$ cat src/frrc_pkg.sv
// Package: register map, field layout, defaults and types of the frequency reference ramp block
package frrc_pkg;

  // ==========================================================
  // Widths
  localparam int FW = 16;
  localparam int PW = 11;
  localparam int TW = 16;
  localparam int AW = 12;
  localparam int CW = 48;
  localparam int SELW = 3;
  localparam int AUXW = 4;
  localparam int APPW = 3;
  localparam int PAIRW = 2;

  // ==========================================================
  // Register map (byte addresses)
  localparam logic [7:0] ADDR_CTRL = 8'h00;
  localparam logic [7:0] ADDR_FMAX = 8'h04;
  localparam logic [7:0] ADDR_LIMIT = 8'h08;
  localparam logic [7:0] ADDR_FMIN = 8'h0C;
  localparam logic [7:0] ADDR_KEYPAD = 8'h10;
  localparam logic [7:0] ADDR_COMM = 8'h14;
  localparam logic [7:0] ADDR_JOG = 8'h18;
  localparam logic [7:0] ADDR_JOGT = 8'h1C;
  localparam logic [7:0] ADDR_ESTOP = 8'h30;
  localparam logic [7:0] ADDR_STATUS = 8'h40;
  localparam logic [7:0] ADDR_OUTF = 8'h44;
  localparam logic [7:0] ADDR_REF = 8'h48;
  localparam logic [7:0] ADDR_COMM_RD = 8'h4C;
  localparam logic [7:0] ADDR_PIDMIN = 8'h50;
  localparam logic [3:0] PAIR_PAGE = 4'h2;
  localparam int PAGE_LSB = 4;
  localparam int PIDX_LSB = 2;
  localparam int HI_LSB = 16;

  // ==========================================================
  // Field positions
  localparam int CTRL_MAIN = 0;
  localparam int CTRL_ALT = 3;
  localparam int CTRL_COMBINE = 6;
  localparam int CTRL_AUX = 8;
  localparam int CTRL_INV = 12;
  localparam int CTRL_COMM_MEM = 13;
  localparam int CTRL_PID_SEL = 14;
  localparam int CTRL_MOTOR = 15;
  localparam int CTRL_TERM_EN = 16;
  localparam int CTRL_APP = 17;
  localparam int ST_CONFLICT = 0;
  localparam int ST_RANGE = 1;
  localparam int ST_ESTOP = 2;
  localparam int ST_COAST = 3;
  localparam int ST_RUN = 4;
  localparam int ST_PAIR = 5;
  localparam int ST_INIT = 7;

  // ==========================================================
  // Reset values, ranges and scales (0.01 Hz, 0.1 %, 0.1 s)
  localparam logic [FW-1:0] DEF_FMAX = 16'h1770;
  localparam logic [PW-1:0] DEF_UPPER = 11'h3E8;
  localparam logic [PW-1:0] DEF_LOWER = 11'h000;
  localparam logic [TW-1:0] DEF_TIME = 16'h0064;
  localparam logic [FW-1:0] DEF_JOG = 16'h0258;
  localparam logic [FW-1:0] FREQ_SET_MAX = 16'h9C40;
  localparam logic [FW-1:0] PCT_MIN = 16'h0001;
  localparam logic [FW-1:0] PCT_MAX = 16'h0442;
  localparam logic [FW-1:0] TIME_MIN = 16'h0001;
  localparam logic [FW-1:0] TIME_MAX = 16'hEA60;
  localparam logic [FW-1:0] JOGT_MAX = 16'h1770;
  localparam logic [PW-1:0] PCT_FULL = 11'h3E8;
  localparam logic [AW-1:0] AIN_FULL = 12'hFFF;
  localparam logic [PAIRW-1:0] PAIR_ONE = 2'h0;
  localparam logic [PAIRW-1:0] PAIR_FOUR = 2'h3;

  // ==========================================================
  // Timing
  localparam int CLK_PERIOD_NS = 5;
  localparam int TIME_UNIT_NS = 100_000_000;
  localparam int TIME_UNIT_CYC = (TIME_UNIT_NS + CLK_PERIOD_NS - 1) / CLK_PERIOD_NS;
  localparam int UPDN_STEP_NS = 10_000;
  localparam int UPDN_CYC = (UPDN_STEP_NS + CLK_PERIOD_NS - 1) / CLK_PERIOD_NS;

  // ==========================================================
  // Types
  typedef enum logic [2:0] {
    SRC_KEYPAD = 3'h0,
    SRC_AIN1 = 3'h1,
    SRC_UPDN = 3'h2,
    SRC_COMM = 3'h3,
    SRC_RSV4 = 3'h4,
    SRC_RSV5 = 3'h5,
    SRC_RTC = 3'h6,
    SRC_AIN2 = 3'h7
  } frrc_src_t;

  typedef enum logic [1:0] {
    ST_IDLE_S = 2'h0,
    ST_RUN_S = 2'h1,
    ST_ESTOP_S = 2'h3,
    ST_COAST_S = 2'h2
  } frrc_state_t;

endpackage : frrc_pkg

$ cat src/frrc_ramp_gen.sv
// Ramp generator: steps the output frequency one unit at a time toward its target
`timescale 1ns/100ps
module frrc_ramp_gen #(
  parameter int W = frrc_pkg::FW,
  parameter int CWID = frrc_pkg::CW
) (
  input logic clock,
  input logic rst,
  input logic [W-1:0] target,
  input logic [W-1:0] fmax,
  input logic [CWID-1:0] span_cyc,
  input logic load,
  input logic [W-1:0] load_val,
  input logic coast,
  output logic [W-1:0] freq
);
  import frrc_pkg::*;

  logic [CWID-1:0] acc_q;
  logic [CWID-1:0] acc_sum;
  logic moving;
  logic step;

  // ==========================================================
  // Rate accumulator
  // Adds fmax each cycle; a unit step per wrap of span gives fmax per full span.
  // Span can fall below fmax (1 for a zero emergency time); steps are then capped at one unit per cycle.
  assign moving = (freq != target);
  assign acc_sum = acc_q + CWID'(fmax);
  assign step = moving && (acc_sum >= span_cyc);

  always_ff @(posedge clock or posedge rst) begin
    if (rst) begin
      acc_q <= '0;
    end else if (coast || load || !moving) begin
      acc_q <= '0;
    end else if (step) begin
      acc_q <= acc_sum - span_cyc;
    end else begin
      acc_q <= acc_sum;
    end
  end

  // ==========================================================
  // Output frequency
  always_ff @(posedge clock or posedge rst) begin
    if (rst) begin
      freq <= '0;
    end else if (coast) begin
      freq <= '0;
    end else if (load) begin
      freq <= load_val;
    end else if (step && (freq < target)) begin
      freq <= W'(freq + 1'b1);
    end else if (step) begin
      freq <= W'(freq - 1'b1);
    end
  end

endmodule : frrc_ramp_gen

$ cat src/frrc_ref_ramp.sv
// Frequency reference selection, limiting and ramp control with APB register access
// Overview of operation
// - Combine mode 0 uses main source only; 1 adds main and alternative.
// - Combine mode 1 with equal main and alternative selections flags a source conflict.
// - Alternative keypad selection takes the speed-stage-0 frequency setting.
// - Source 7 scales analog input two to fmax, only when aux config is 0.
// - Read-only communication frequency shows the reference when a source is communication.
// - Communication memory 1 keeps the communication reference over power down.
// - PID floor during sleep is lower limit for selection 0, else 0 Hz.
// - Reference is capped at upper limit, 0.1 to 109.0 % of fmax.
// - Reference is floored at lower limit, 0.0 to 109.0 % of fmax.
// - Upper limit below lower limit raises the limit range error.
// - Limits apply for every reference source and mode, jog included.
// - Start with lower limit above 0 begins ramping from motor minimum frequency.
// - Ramp time is the time from zero to full fmax.
// - Two terminal bits select ramp pairs one to four.
// - Nonzero switch-over frequency picks pair one below it, pair four at or above.
// - Terminal ramp selection overrides switch-over frequency selection.
// - Jog uses jog frequency and jog ramp times.
// - Emergency stop input decelerates with emergency time and shows the indication.
// - Emergency stop holds until run command and emergency input are both removed.
// - Base block input turns output off at once; motor coasts.
// - Analog characteristic 0 maps span 0 to 100 %, 1 maps 100 to 0 %.
// - Changing application preset to 0 reloads 60 Hz two-wire defaults.
// - Source codes: keypad, analog one, up/down, comm, reserved, reserved, clock, analog two.
// - Up/down source rises with up input and falls with down input.
//
// The register offsets and register access over APB were left to the implementer.
`timescale 1ns/100ps
module frrc_ref_ramp #(
  parameter int unsigned TENTH_CYC = frrc_pkg::TIME_UNIT_CYC,
  parameter int unsigned UPDN_TICK = frrc_pkg::UPDN_CYC
) (
  input logic clock,
  input logic rst,
  input logic psel,
  input logic penable,
  input logic pwrite,
  input logic [7:0] paddr,
  input logic [31:0] pwdata,
  output logic [31:0] prdata,
  output logic pready,
  output logic pslverr,
  input logic run_cmd,
  input logic jog_cmd,
  input logic estop_in,
  input logic base_block_in,
  input logic ramp_sel_lo,
  input logic ramp_sel_hi,
  input logic up_in,
  input logic down_in,
  input logic power_down,
  input logic [frrc_pkg::AW-1:0] analog_in_one,
  input logic [frrc_pkg::AW-1:0] analog_in_two,
  input logic [frrc_pkg::FW-1:0] rtc_freq,
  output logic [frrc_pkg::FW-1:0] out_freq,
  output logic drive_on,
  output logic emergency_stop_indication,
  output logic source_conflict_error,
  output logic limit_range_error,
  output logic [frrc_pkg::FW-1:0] pid_min_freq
);
  import frrc_pkg::*;

  // ==========================================================
  // Declarations
  logic [SELW-1:0] main_sel_q;
  logic [SELW-1:0] alt_sel_q;
  logic combine_q;
  logic [AUXW-1:0] aux_cfg_q;
  logic inv_q;
  logic comm_mem_q;
  logic pid_sel_q;
  logic motor_q;
  logic term_en_q;
  logic [APPW-1:0] app_q;
  logic [FW-1:0] fmax1_q;
  logic [FW-1:0] fmax2_q;
  logic [FW-1:0] fmin1_q;
  logic [FW-1:0] fmin2_q;
  logic [PW-1:0] upper_q;
  logic [PW-1:0] lower_q;
  logic [FW-1:0] keypad_q;
  logic [FW-1:0] comm_q;
  logic [FW-1:0] jog_q;
  logic [TW-1:0] jog_acc_q;
  logic [TW-1:0] jog_dec_q;
  logic [TW-1:0] estop_t_q;
  logic [FW-1:0] sw_freq_q;
  logic [TW-1:0] acc_t [4];
  logic [TW-1:0] dec_t [4];
  logic init_done_q;
  logic [FW-1:0] updn_q;
  logic [15:0] updn_cnt_q;
  frrc_state_t state_q;
  frrc_state_t state_d;
  logic [FW-1:0] ref_q;
  logic [31:0] rdata_d;
  logic rd_ok;
  logic apb_wr;
  logic init_evt;
  logic [FW-1:0] fmax_f;
  logic [FW-1:0] fmin_f;
  logic [FW-1:0] upper_f;
  logic [FW-1:0] lower_f;
  logic [FW-1:0] main_f;
  logic [FW-1:0] alt_f;
  logic [FW:0] sum_f;
  logic [FW:0] base_f;
  logic [FW-1:0] ref_c;
  logic [FW-1:0] target;
  logic go;
  logic conflict;
  logic range_bad;
  logic speed_up;
  logic [PAIRW-1:0] pair;
  logic [TW-1:0] sel_time;
  logic [CW-1:0] span;
  logic ramp_load;
  logic updn_used;

  // ==========================================================
  // Helpers
  function automatic logic [FW-1:0] lim(input logic [FW-1:0] v, input logic [FW-1:0] lo,
                                        input logic [FW-1:0] hi);
    lim = (v < lo) ? lo : ((v > hi) ? hi : v);
  endfunction : lim

  function automatic logic [FW-1:0] pct_of(input logic [FW-1:0] fm, input logic [PW-1:0] pct);
    logic [FW+PW-1:0] p;
    p = (FW+PW)'(fm) * (FW+PW)'(pct);
    pct_of = FW'(p / (FW+PW)'(PCT_FULL));
  endfunction : pct_of

  function automatic logic [FW-1:0] ain_f(input logic [AW-1:0] a, input logic inv,
                                          input logic [FW-1:0] fm);
    logic [AW-1:0] v;
    logic [FW+AW-1:0] p;
    v = inv ? AW'(AIN_FULL - a) : a;
    p = (FW+AW)'(fm) * (FW+AW)'(v);
    ain_f = FW'(p / (FW+AW)'(AIN_FULL));
  endfunction : ain_f

  function automatic logic [FW-1:0] src_f(input logic [SELW-1:0] sel);
    unique case (frrc_src_t'(sel))
      SRC_KEYPAD: src_f = keypad_q;
      SRC_AIN1: src_f = ain_f(analog_in_one, inv_q, fmax_f);
      SRC_UPDN: src_f = updn_q;
      SRC_COMM: src_f = comm_q;
      SRC_RTC: src_f = rtc_freq;
      SRC_AIN2: src_f = (aux_cfg_q == '0) ? ain_f(analog_in_two, inv_q, fmax_f) : '0;
      SRC_RSV4, SRC_RSV5: src_f = '0;
    endcase
  endfunction : src_f

  // ==========================================================
  // APB slave: access phase is two cycles, pready registered
  assign apb_wr = psel && penable && pready && pwrite;
  assign init_evt = apb_wr && (paddr == ADDR_CTRL) && (pwdata[CTRL_APP +: APPW] == '0) && (app_q != '0);

  always_ff @(posedge clock or posedge rst) begin
    if (rst) begin
      pready <= 1'b0;
      prdata <= '0;
      pslverr <= 1'b0;
    end else begin
      pready <= psel && penable && !pready;
      prdata <= (psel && penable && !pready && !pwrite) ? rdata_d : '0;
      pslverr <= psel && penable && !pready && !rd_ok;
    end
  end

  always_comb begin
    rdata_d = '0;
    rd_ok = 1'b1;
    unique case (paddr)
      ADDR_CTRL: rdata_d = {12'h000, app_q, term_en_q, motor_q, pid_sel_q, comm_mem_q, inv_q,
                            aux_cfg_q, 1'b0, combine_q, alt_sel_q, main_sel_q};
      ADDR_FMAX: rdata_d = {fmax2_q, fmax1_q};
      ADDR_LIMIT: rdata_d = {5'h00, lower_q, 5'h00, upper_q};
      ADDR_FMIN: rdata_d = {fmin2_q, fmin1_q};
      ADDR_KEYPAD: rdata_d = {16'h0000, keypad_q};
      ADDR_COMM: rdata_d = {16'h0000, comm_q};
      ADDR_JOG: rdata_d = {16'h0000, jog_q};
      ADDR_JOGT: rdata_d = {jog_dec_q, jog_acc_q};
      ADDR_ESTOP: rdata_d = {sw_freq_q, estop_t_q};
      ADDR_STATUS: rdata_d = {24'h00_0000, init_done_q, pair, state_q == ST_RUN_S,
                              state_q == ST_COAST_S, emergency_stop_indication,
                              limit_range_error, source_conflict_error};
      ADDR_OUTF: rdata_d = {16'h0000, out_freq};
      ADDR_REF: rdata_d = {16'h0000, ref_q};
      ADDR_COMM_RD: rdata_d = {16'h0000, (main_sel_q == SRC_COMM || alt_sel_q == SRC_COMM) ? comm_q
                                         : 16'h0000};
      ADDR_PIDMIN: rdata_d = {16'h0000, pid_min_freq};
      default: begin
        if (paddr[7:PAGE_LSB] == PAIR_PAGE) begin
          rdata_d = {dec_t[paddr[PAGE_LSB-1:PIDX_LSB]], acc_t[paddr[PAGE_LSB-1:PIDX_LSB]]};
        end else begin
          rd_ok = 1'b0;
        end
      end
    endcase
  end

  // ==========================================================
  // Configuration registers
  always_ff @(posedge clock or posedge rst) begin
    if (rst) begin
      main_sel_q <= '0;
      alt_sel_q <= '0;
      combine_q <= 1'b0;
      aux_cfg_q <= '0;
      inv_q <= 1'b0;
      comm_mem_q <= 1'b0;
      pid_sel_q <= 1'b0;
      motor_q <= 1'b0;
      term_en_q <= 1'b0;
      app_q <= '0;
      fmax1_q <= DEF_FMAX;
      fmax2_q <= DEF_FMAX;
      fmin1_q <= '0;
      fmin2_q <= '0;
      upper_q <= DEF_UPPER;
      lower_q <= DEF_LOWER;
      keypad_q <= '0;
      jog_q <= DEF_JOG;
      jog_acc_q <= DEF_TIME;
      jog_dec_q <= DEF_TIME;
      estop_t_q <= DEF_TIME;
      sw_freq_q <= '0;
      init_done_q <= 1'b0;
    end else if (init_evt) begin
      app_q <= '0;
      main_sel_q <= '0;
      alt_sel_q <= '0;
      combine_q <= 1'b0;
      fmax1_q <= DEF_FMAX;
      fmax2_q <= DEF_FMAX;
      upper_q <= DEF_UPPER;
      lower_q <= DEF_LOWER;
      jog_q <= DEF_JOG;
      jog_acc_q <= DEF_TIME;
      jog_dec_q <= DEF_TIME;
      estop_t_q <= DEF_TIME;
      sw_freq_q <= '0;
      init_done_q <= 1'b1;
    end else if (apb_wr) begin
      unique case (paddr)
        ADDR_CTRL: begin
          main_sel_q <= pwdata[CTRL_MAIN +: SELW];
          alt_sel_q <= pwdata[CTRL_ALT +: SELW];
          combine_q <= pwdata[CTRL_COMBINE];
          aux_cfg_q <= pwdata[CTRL_AUX +: AUXW];
          inv_q <= pwdata[CTRL_INV];
          comm_mem_q <= pwdata[CTRL_COMM_MEM];
          pid_sel_q <= pwdata[CTRL_PID_SEL];
          motor_q <= pwdata[CTRL_MOTOR];
          term_en_q <= pwdata[CTRL_TERM_EN];
          app_q <= pwdata[CTRL_APP +: APPW];
          init_done_q <= 1'b0;
        end
        ADDR_FMAX: begin
          fmax1_q <= pwdata[FW-1:0];
          fmax2_q <= pwdata[HI_LSB +: FW];
        end
        ADDR_LIMIT: begin
          upper_q <= PW'(lim(pwdata[FW-1:0], PCT_MIN, PCT_MAX));
          lower_q <= PW'(lim(FW'(pwdata[HI_LSB +: PW]), '0, PCT_MAX));
        end
        ADDR_FMIN: begin
          fmin1_q <= pwdata[FW-1:0];
          fmin2_q <= pwdata[HI_LSB +: FW];
        end
        ADDR_KEYPAD: keypad_q <= lim(pwdata[FW-1:0], '0, FREQ_SET_MAX);
        ADDR_JOG: jog_q <= lim(pwdata[FW-1:0], '0, FREQ_SET_MAX);
        ADDR_JOGT: begin
          jog_acc_q <= lim(pwdata[FW-1:0], TIME_MIN, JOGT_MAX);
          jog_dec_q <= lim(pwdata[HI_LSB +: FW], TIME_MIN, JOGT_MAX);
        end
        ADDR_ESTOP: begin
          estop_t_q <= lim(pwdata[FW-1:0], '0, TIME_MAX);
          sw_freq_q <= lim(pwdata[HI_LSB +: FW], '0, FREQ_SET_MAX);
        end
        default: ;
      endcase
    end
  end

  // Ramp time pairs, one per entry
  for (genvar i = 0; i < 4; i++) begin : g_pair
    always_ff @(posedge clock or posedge rst) begin
      if (rst) begin
        acc_t[i] <= DEF_TIME;
        dec_t[i] <= DEF_TIME;
      end else if (init_evt) begin
        acc_t[i] <= DEF_TIME;
        dec_t[i] <= DEF_TIME;
      end else if (apb_wr && paddr[7:PAGE_LSB] == PAIR_PAGE && paddr[PAGE_LSB-1:PIDX_LSB] == PAIRW'(i)) begin
        acc_t[i] <= lim(pwdata[FW-1:0], TIME_MIN, TIME_MAX);
        dec_t[i] <= lim(pwdata[HI_LSB +: FW], TIME_MIN, TIME_MAX);
      end
    end
  end

  // ==========================================================
  // Communication reference; a bus write wins over power down
  always_ff @(posedge clock or posedge rst) begin
    if (rst) begin
      comm_q <= '0;
    end else if (apb_wr && paddr == ADDR_COMM) begin
      comm_q <= lim(pwdata[FW-1:0], '0, FREQ_SET_MAX);
    end else if (power_down && !comm_mem_q) begin
      comm_q <= '0;
    end
  end

  // ==========================================================
  // Up/down reference, one unit per tick while an input is held
  assign updn_used = (main_sel_q == SRC_UPDN) || (combine_q && alt_sel_q == SRC_UPDN);

  always_ff @(posedge clock or posedge rst) begin
    if (rst) begin
      updn_cnt_q <= '0;
      updn_q <= '0;
    end else if (updn_cnt_q >= 16'(UPDN_TICK - 1)) begin
      updn_cnt_q <= '0;
      if (updn_used && up_in && !down_in && updn_q < upper_f) begin
        updn_q <= FW'(updn_q + 1'b1);
      end else if (updn_used && down_in && !up_in && updn_q != '0) begin
        updn_q <= FW'(updn_q - 1'b1);
      end
    end else begin
      updn_cnt_q <= 16'(updn_cnt_q + 1'b1);
    end
  end

  // ==========================================================
  // Reference path
  assign fmax_f = motor_q ? fmax2_q : fmax1_q;
  assign fmin_f = motor_q ? fmin2_q : fmin1_q;
  assign upper_f = pct_of(fmax_f, upper_q);
  assign lower_f = pct_of(fmax_f, lower_q);
  assign main_f = src_f(main_sel_q);
  assign alt_f = src_f(alt_sel_q);
  assign sum_f = {1'b0, main_f} + (combine_q ? {1'b0, alt_f} : '0);
  assign base_f = jog_cmd ? {1'b0, jog_q} : sum_f;

  // When the limits cross, a value above upper takes upper and any other takes lower; the range error reports that case
  always_comb begin
    if (base_f > {1'b0, upper_f}) begin
      ref_c = upper_f;
    end else if (base_f < {1'b0, lower_f}) begin
      ref_c = lower_f;
    end else begin
      ref_c = FW'(base_f);
    end
  end

  assign conflict = combine_q && (main_sel_q == alt_sel_q);
  assign range_bad = upper_q < lower_q;

  // ==========================================================
  // Run state machine
  assign go = run_cmd || jog_cmd;

  always_comb begin
    state_d = state_q;
    unique case (state_q)
      ST_IDLE_S: begin
        if (base_block_in) state_d = ST_COAST_S;
        else if (estop_in && go) state_d = ST_ESTOP_S;
        else if (go && !conflict && !range_bad) state_d = ST_RUN_S;
      end
      ST_RUN_S: begin
        if (base_block_in) state_d = ST_COAST_S;
        else if (estop_in) state_d = ST_ESTOP_S;
        else if (!go && out_freq == '0) state_d = ST_IDLE_S;
      end
      ST_ESTOP_S: begin
        if (base_block_in) state_d = ST_COAST_S;
        else if (!go && !estop_in && out_freq == '0) state_d = ST_IDLE_S;
      end
      ST_COAST_S: begin
        if (!base_block_in) state_d = ST_IDLE_S;
      end
    endcase
  end

  always_ff @(posedge clock or posedge rst) begin
    if (rst) begin
      state_q <= ST_IDLE_S;
    end else begin
      state_q <= state_d;
    end
  end

  assign target = (state_q == ST_RUN_S && go && !conflict) ? ref_c : '0;
  assign ramp_load = (state_q == ST_IDLE_S) && (state_d == ST_RUN_S) && (lower_q != '0);

  // ==========================================================
  // Ramp time selection
  assign speed_up = target > out_freq;

  always_comb begin
    if (term_en_q) begin
      pair = {ramp_sel_hi, ramp_sel_lo};
    end else if (sw_freq_q != '0 && out_freq >= sw_freq_q) begin
      pair = PAIR_FOUR;
    end else begin
      pair = PAIR_ONE;
    end
  end

  always_comb begin
    if (state_q == ST_ESTOP_S) begin
      sel_time = estop_t_q;
    end else if (jog_cmd) begin
      sel_time = speed_up ? jog_acc_q : jog_dec_q;
    end else begin
      sel_time = speed_up ? acc_t[pair] : dec_t[pair];
    end
  end

  // A zero emergency time still costs one cycle per unit
  assign span = (sel_time == '0) ? CW'(1) : CW'(sel_time) * CW'(TENTH_CYC);

  frrc_ramp_gen #(
    .W(FW),
    .CWID(CW)
  ) u_ramp (
    .clock(clock),
    .rst(rst),
    .target(target),
    .fmax(fmax_f),
    .span_cyc(span),
    .load(ramp_load),
    .load_val((fmin_f < ref_c) ? fmin_f : ref_c),
    .coast(base_block_in),
    .freq(out_freq)
  );

  // ==========================================================
  // Registered status outputs
  always_ff @(posedge clock or posedge rst) begin
    if (rst) begin
      drive_on <= 1'b0;
      emergency_stop_indication <= 1'b0;
      source_conflict_error <= 1'b0;
      limit_range_error <= 1'b0;
      pid_min_freq <= '0;
      ref_q <= '0;
    end else begin
      drive_on <= (state_d == ST_RUN_S) || (state_d == ST_ESTOP_S);
      emergency_stop_indication <= (state_d == ST_ESTOP_S);
      source_conflict_error <= conflict;
      limit_range_error <= range_bad;
      pid_min_freq <= pid_sel_q ? '0 : lower_f;
      ref_q <= ref_c;
    end
  end

endmodule : frrc_ref_ramp

$ cat config.mk
export PLATFORM = sky130hd
export DESIGN_NAME = frrc_ref_ramp
export DESIGN_NICKNAME = d
export VERILOG_FILES = /design/src/frrc_pkg.sv /design/src/frrc_ramp_gen.sv /design/src/frrc_ref_ramp.sv
export SDC_FILE = /design/constraint.sdc
export NUM_CORES = 2
export LEC_CHECK = 0
export ABC_AREA = 1
export BUFFER_PORTS_ARGS = -buffer_cell sky130_fd_sc_hd__buf_2
export CAP_MARGIN = 20
export CORE_UTILIZATION = 60
export DETAILED_ROUTE_END_ITERATION = 6
export HOLD_SLACK_MARGIN = 0.02
export PLACE_DENSITY = 0.77
export SLEW_MARGIN = 20
export SYNTH_ARGS = -nofsm -noshare
export SYNTH_HDL_FRONTEND = slang
export SYNTH_SLANG_ARGS = --single-unit
$ cat constraint.sdc
create_clock -name clock -period 93.3 [get_ports clock]
set_clock_uncertainty 0.2 [all_clocks]
set_input_delay 9.33 -clock clock [delete_from_list [all_inputs] [get_ports clock]]
set_output_delay 9.33 -clock clock [all_outputs]
set_load 0.005 [all_outputs]
---- Yosys cells after proc, flatten, opt, wreduce, memory -nomap -nowiden ----
Cells that the tools add are included.
cells by class
  add/sub/neg operators ................... 10
  multiply operators ...................... 5
  divide/modulo/power cells ............... 4
  order comparisons ....................... 24
  equality and inequality tests ........... 38
  muxes and demuxes ....................... 134
  bitwise logic cells ..................... 3
  reduce and logical (&&, ||, !) cells .... 94
operator list
  cell                                                  count
  two-way mux 16 bit                                    81
  case mux 32 bit (14 select lines)                     1
  case mux 16 bit (7 select lines)                      2
  binary-select mux 16 bit (select 2 bit)               4
  two-way mux 11 bit                                    9
  two-way mux 48 bit                                    2
  > comparator 16 bit, second input constant            4
  < comparator 16 x 1 -> 1 bit, second input constant   4
  two-way mux 32 bit                                    2
  divider 28 x 12 -> 28 bit, second input constant      2
  multiplier 16 x 12 -> 28 bit                          2
  divider 27 x 10 -> 27 bit, second input constant      2
  multiplier 16 x 11 -> 27 bit                          2
  adder 16 x 1 -> 16 bit, second input constant         3
  adder 48 x 16 -> 48 bit                               1
  >= comparator 48 x 41 -> 1 bit                        1
  < comparator 16 bit                                   3
  subtractor 48 x 41 -> 48 bit                          1
  two-way mux 41 bit                                    1
  == test 8 x 7 -> 1 bit, second input constant         5
  logical AND 1 bit                                     37
  multiplier 16 x 17 -> 33 bit, second input constant   1
  == test 8 x 5 -> 1 bit, second input constant         4
  > comparator 16 x 13 -> 1 bit, second input constant  2
  47 further kinds                                      136
word-level totals
  register bits ........................... 514
  input port bits ......................... 94
  output and inout port bits .............. 70

---- Longest topological paths before layout ----
  depth after elaboration ................. 25
  mapped depth ............................ 284
  gate-level depth less buffers ........... 274

---- Modules after synthesis ----
From an unflattened synthesis, not the netlist that was laid out.
unflattened totals
  cells, all modules ...................... 13440
  area total of the unflattened synthesis .. 87757.9 µm²
modules (own cells, without submodules)
  module         times used  cells an instance  area an instance (µm²)  seq. area each (µm²)
  frrc_ref_ramp  1           11832              78172.5                 11307.1
  frrc_ramp_gen  1           1608               9585.4                  1601.5

---- Least setup slack after synthesis ----
OpenSTA, ideal clock, no wires.
  path type ............................... in2reg
  from .................................... in analog_in_two[5] in the netlist's numbering
  to ...................................... reg u_ramp.freq[15]
  arrival time ............................ 42.066 ns
  path slack .............................. 50.916 ns
  stages .................................. 240
  path buffers ............................ 16
  path through ............................ xor2_1 -> clkbuf_1 -> nand2_1 -> fa_1 -> fa_1 -> inv_1 -> fa_1 -> inv_1 -> fa_1 -> inv_1 -> fa_1 -> ha_1 -> nand2_1 -> o21ai_1 -> a21oi_1 -> nand2_2 -> xor2_2 -> nand2_2 -> (+204 left out) -> a21oi_1 -> nor2_1 -> nor2_1 -> o21bai_1 -> nand2_1 -> inv_1 -> o21ai_0 -> nand2_1 -> nand3_1 -> nand2_1 -> a21oi_1 -> nor2_1 -> nor2_1 -> xor2_1 -> xor2_1 -> nand2_1 -> nand3_1 -> nand2_1
on the way
  longest elaborated chain between the ends .. 25
ends and longest elaborated chain
  element                                                           line                  text
  start: declaration                                                frrc_ref_ramp.sv:54   input logic [frrc_pkg::AW-1:0] analog_in_two,
  subtractor 12 bit                                                 frrc_ref_ramp.sv:139  v = inv ? AW'(AIN_FULL - a) : a;
  two-way mux 12 bit *                                              frrc_ref_ramp.sv:139
  multiplier 16 x 12 -> 28 bit *                                    frrc_ref_ramp.sv:140  p = (FW+AW)'(fm) * (FW+AW)'(v);
  divider 28 x 12 -> 28 bit *                                       frrc_ref_ramp.sv:141  ain_f = FW'(p / (FW+AW)'(AIN_FULL));
  two-way mux 16 bit *                                              frrc_ref_ramp.sv:151  SRC_AIN2: src_f = (aux_cfg_q == '0) ? ain_f(analog_in_two, inv_q, fmax_f) : '0;
  case mux 16 bit (7 select lines)                                  frrc_ref_ramp.sv:145  unique case (frrc_src_t'(sel))
  two-way mux 16 bit                                                frrc_ref_ramp.sv:345  assign sum_f = {1'b0, main_f} + (combine_q ? {1'b0, alt_f} : '0);
  adder 16 x 16 -> 17 bit *                                         frrc_ref_ramp.sv:345
  (+4 left out)                                                     n/a
  named net ref_c[5]                                                frrc_ref_ramp.sv:110  logic [FW-1:0] ref_c;
  (+5 left out)                                                     n/a
  multiplier 16 x 17 -> 33 bit or zero test 16 bit (tied branches)  frrc_ref_ramp.sv:425  assign span = (sel_time == '0) ? CW'(1) : CW'(sel_time) * CW'(TENTH_CYC);
  two-way mux 41 bit                                                frrc_ref_ramp.sv:425
  >= comparator 48 x 41 -> 1 bit                                    frrc_ramp_gen.sv:30   assign step = moving && (acc_sum >= span_cyc);
  logical AND 1 bit                                                 frrc_ramp_gen.sv:30
  logical AND 1 bit                                                 frrc_ramp_gen.sv:53   end else if (step && (freq < target)) begin
  two-way mux 16 bit                                                frrc_ramp_gen.sv:53
  two-way mux 16 bit                                                frrc_ramp_gen.sv:51   end else if (load) begin
  two-way mux 16 bit                                                frrc_ramp_gen.sv:49   end else if (coast) begin
  end signal: assignment                                            frrc_ramp_gen.sv:52   freq <= load_val;
  end signal: assignment                                            frrc_ramp_gen.sv:54   freq <= W'(freq + 1'b1);
  end signal: assignment                                            frrc_ramp_gen.sv:56   freq <= W'(freq - 1'b1);
  end: declaration                                                  frrc_ramp_gen.sv:15   output logic [W-1:0] freq
The timed path passes the listed nets; every way through them passes the cells marked *.
A chain may end at the register's enable or synchronous reset.

---- Worst setup path in the final report ----
  from .................................... in analog_in_two[4] in the netlist's numbering
  to ...................................... reg u_ramp.freq[15]
Same word-level chain as after synthesis.

==> flow_metrics.tcl <==
set metrics [dict create \
    die_area_sq_mm 0.140 \
    yosys_most_used_dff "dfrtp_1" \
    fmax_mhz 20.1 \
    crit_buf_inv 33 \
    antenna_found_initial 16 \
    io_pins 164 \
    cpMaxStageDelayCell "inv_1" \
    clkTransAtPathRegs_ns 0.06 \
    cp-start-kind "primary input" \
    htreeDepth 2 \
    syn_area_sq_mm 0.0829 \
    avgRoutedWirePerCell_microns 22.2 \
    critPathMaxFanout 51 \
    root_buffer "clkbuf_16" \
    avgSynthCellArea_sq_um 6.71 \
    yosys_register_bits 513 \
    hold_violations 0 \
    critical_path_arrival_ns 49.95 \
    cts_made_buffers 55 \
    setup_viol 0 \
    async_flop_share 1.00 \
    worstPathRequired_ns 93.62 \
    hpwl_microns 252000 \
    slew_violations 0 \
    ys_warn_count 0 \
    areaGrowthSynthToFinish_pct 5.48 \
    synth_top_cell_by_area "fa_1" \
    cts_tree "done" \
    fillers 12400 \
    syn_inst 12400 \
    fp.dieW_microns 374 \
    crit_family "simple AND/OR/NAND/NOR gates" \
    drive_gt1_frac 0.0968 \
    fin_crit_ns 49.63 \
    worst_slew_pin_slew_ns 1.29 \
    outcome "finished with violations" \
    wl_microns 315000 \
    grt_pass1_wl_microns 480000 \
    rsz0062_at_grt "false" \
    routed_via_density 6.08 \
    clkLatencyLatePin_ns 0.66 \
    grt_usage 0.442 \
    yosysMostFrequentCell "nand2_1" \
    setup_tns_ns 0 \
    synth_commonest_cells "3173 x nand2_1, 2045 x inv_1, 1132 x nor2_1, 831 x nand3_1, 619 x ha_1" \
    violations "DRC" \
    synth_top_area_frac 0.145 \
    cp_slowest_stage_delay_ns 0.73 \
    grt_pass1_vias 83900 \
    postRouteAntennaNets 0 \
    num_rows 136 \
    post_cts_buffers 0 \
    maxSlewHeadroom 0.116 \
    fp.dieH_microns 374 \
    seq_area_sq_mm 0.0129 \
    cp-end-kind "flip-flop" \
    layout.nets 13700 \
    multiInputGateArea_sq_mm 0.0604 \
    overflow 0 \
    min-delay-path-class "flip-flop to flip-flop" \
    path_class "primary input to flip-flop" \
    floorplan.initialDensity 0.604 \
    core_area_sq_mm 0.137 \
    period_share 0.532 \
    numPortBuffers 163 \
    drc_errors 14 \
    drv_cap 0 \
    synth_area_leaders "fa_1 14%, nand2_1 14%, dfrtp_1 14%, ha_1 9.3%, inv_1 9.3%" \
    seq_area_frac_synth 0.156 \
    synth_edf_count 0 \
    grt_max_degree 150 \
    cts.path.max_buffers 3 \
    postCtsHoldBufs 0 \
    drtPass1Iterations 7 \
    crit_top_cell "nand2_1" \
    clock-sinks 513 \
    num_vias 86400 \
    drtIter0Drc 9864 \
    gp_congestion 1.07 \
    ctsResizeCount 0 \
    synth.distinct_cells 99 \
]
layout by cell type, fill, tap and decap left out, types with 38 or more instances in the layout:
| cell type | instances |
|---|---|
| o22ai_1 | 206 |
| buf_4 | 110 |
| a211oi_1 | 75 |
| nand3b_1 | 40 |
| o21ai_1 | 91 |
| nand3_2 | 60 |
| dfrtp_1 | 455 |
| inv_1 | 2039 |
| buf_2 | 163 |
| nand2_4 | 69 |
| nor2_1 | 1130 |
| o21ai_0 | 591 |
| nor3_1 | 91 |
| nand2_2 | 262 |
| dfstp_2 | 57 |
| o21bai_1 | 42 |
| xor2_1 | 189 |
| nand2_1 | 3172 |
| nor2_2 | 93 |
| a22oi_1 | 40 |
| nor2_4 | 38 |
| a21oi_1 | 357 |
| inv_2 | 76 |
| ha_1 | 619 |
| clkbuf_16 | 56 |
| xnor2_1 | 86 |
| nand4_1 | 156 |
| nand3_1 | 831 |
| o211ai_1 | 109 |
| fa_1 | 599 |
cell type report:
| type | count | share of cell area |
|---|---|---|
| Tap cell | 1794 | 0.0257 |
| Clock buffer | 72 | 0.0179 |
| Sequential cell | 513 | 0.148 |
| Multi-Input combinational cell | 9353 | 0.690 |
| Clock inverter | 32 | 0.00555 |
| Antenna cell | 9 | 0.000257 |
| Timing Repair Buffer | 277 | 0.0193 |
| Inverter | 2156 | 0.0933 |
metal layers:
layer | part of all wire | track usage
met5 | 0.00024 | 0
met1 | 0.37 | 0.531
met2 | 0.43 | 0.687
met3 | 0.12 | 0.134
met4 | 0.079 | 0.289
stage by stage:
stage | utilization | hold slack [ns] | cells | setup WS, ns | cell area (sq um)
2_1_floorplan | - | 0.233 | 12400 | 50.92 | 82900
4_1_cts | 0.637 | 0.262 | 14200 | 44.43 | 87400
3_3_place_gp | 0.622 | 0.245 | 14100 | 44.84 | 85400
6_report | 0.637 | 0.259 | 14200 | 43.67 | 87500
3_5_place_dp | 0.622 | 0.250 | 14100 | 43.87 | 85400
5_1_grt | 0.637 | 0.276 | 14200 | 39.93 | 87500
flip-flops by register name, indices dropped and copies added, names as in the netlist, 32 cells and up:
register      count
acc_t            64
prdata           32
dec_t            64
u_ramp.acc_q     48
logic make-up (layout without fill, tap and decap cells):
logic type,after synthesis,count (layout),synth area share
simple gates,6067,6067,0.328
buf+inv,2492,2537,0.118
fa+ha+maj,1218,1218,0.238
xor+xnor,284,284,0.0309
other cells,1,14,0.0000452
flops,513,513,0.156
compound gates,1778,1778,0.129
mux,1,1,0.000136
path summary, 6_finish.rpt:
kind / startpoint / endpoint / slack, ns / cells past startpoint
worst max-delay path: analog_in_two[4] / u_ramp.freq[15] / 43.67 / 241
worst min-delay path: updn_cnt_q[0] / updn_cnt_q[0] / 0.26 / 1
worst max register to register: motor_q / u_ramp.freq[15] / 50.40 / 244
worst min register to register: updn_cnt_q[0] / updn_cnt_q[0] / 0.26 / 1
max in group asynchronous: rst / u_ramp.acc_q[22] / 81.92 / 4
min in group asynchronous: rst / updn_cnt_q[0] / 8.61 / 2
Power is not shown: default switching activity piles up to over one toggle a cycle in this logic, so the estimate is an artifact.
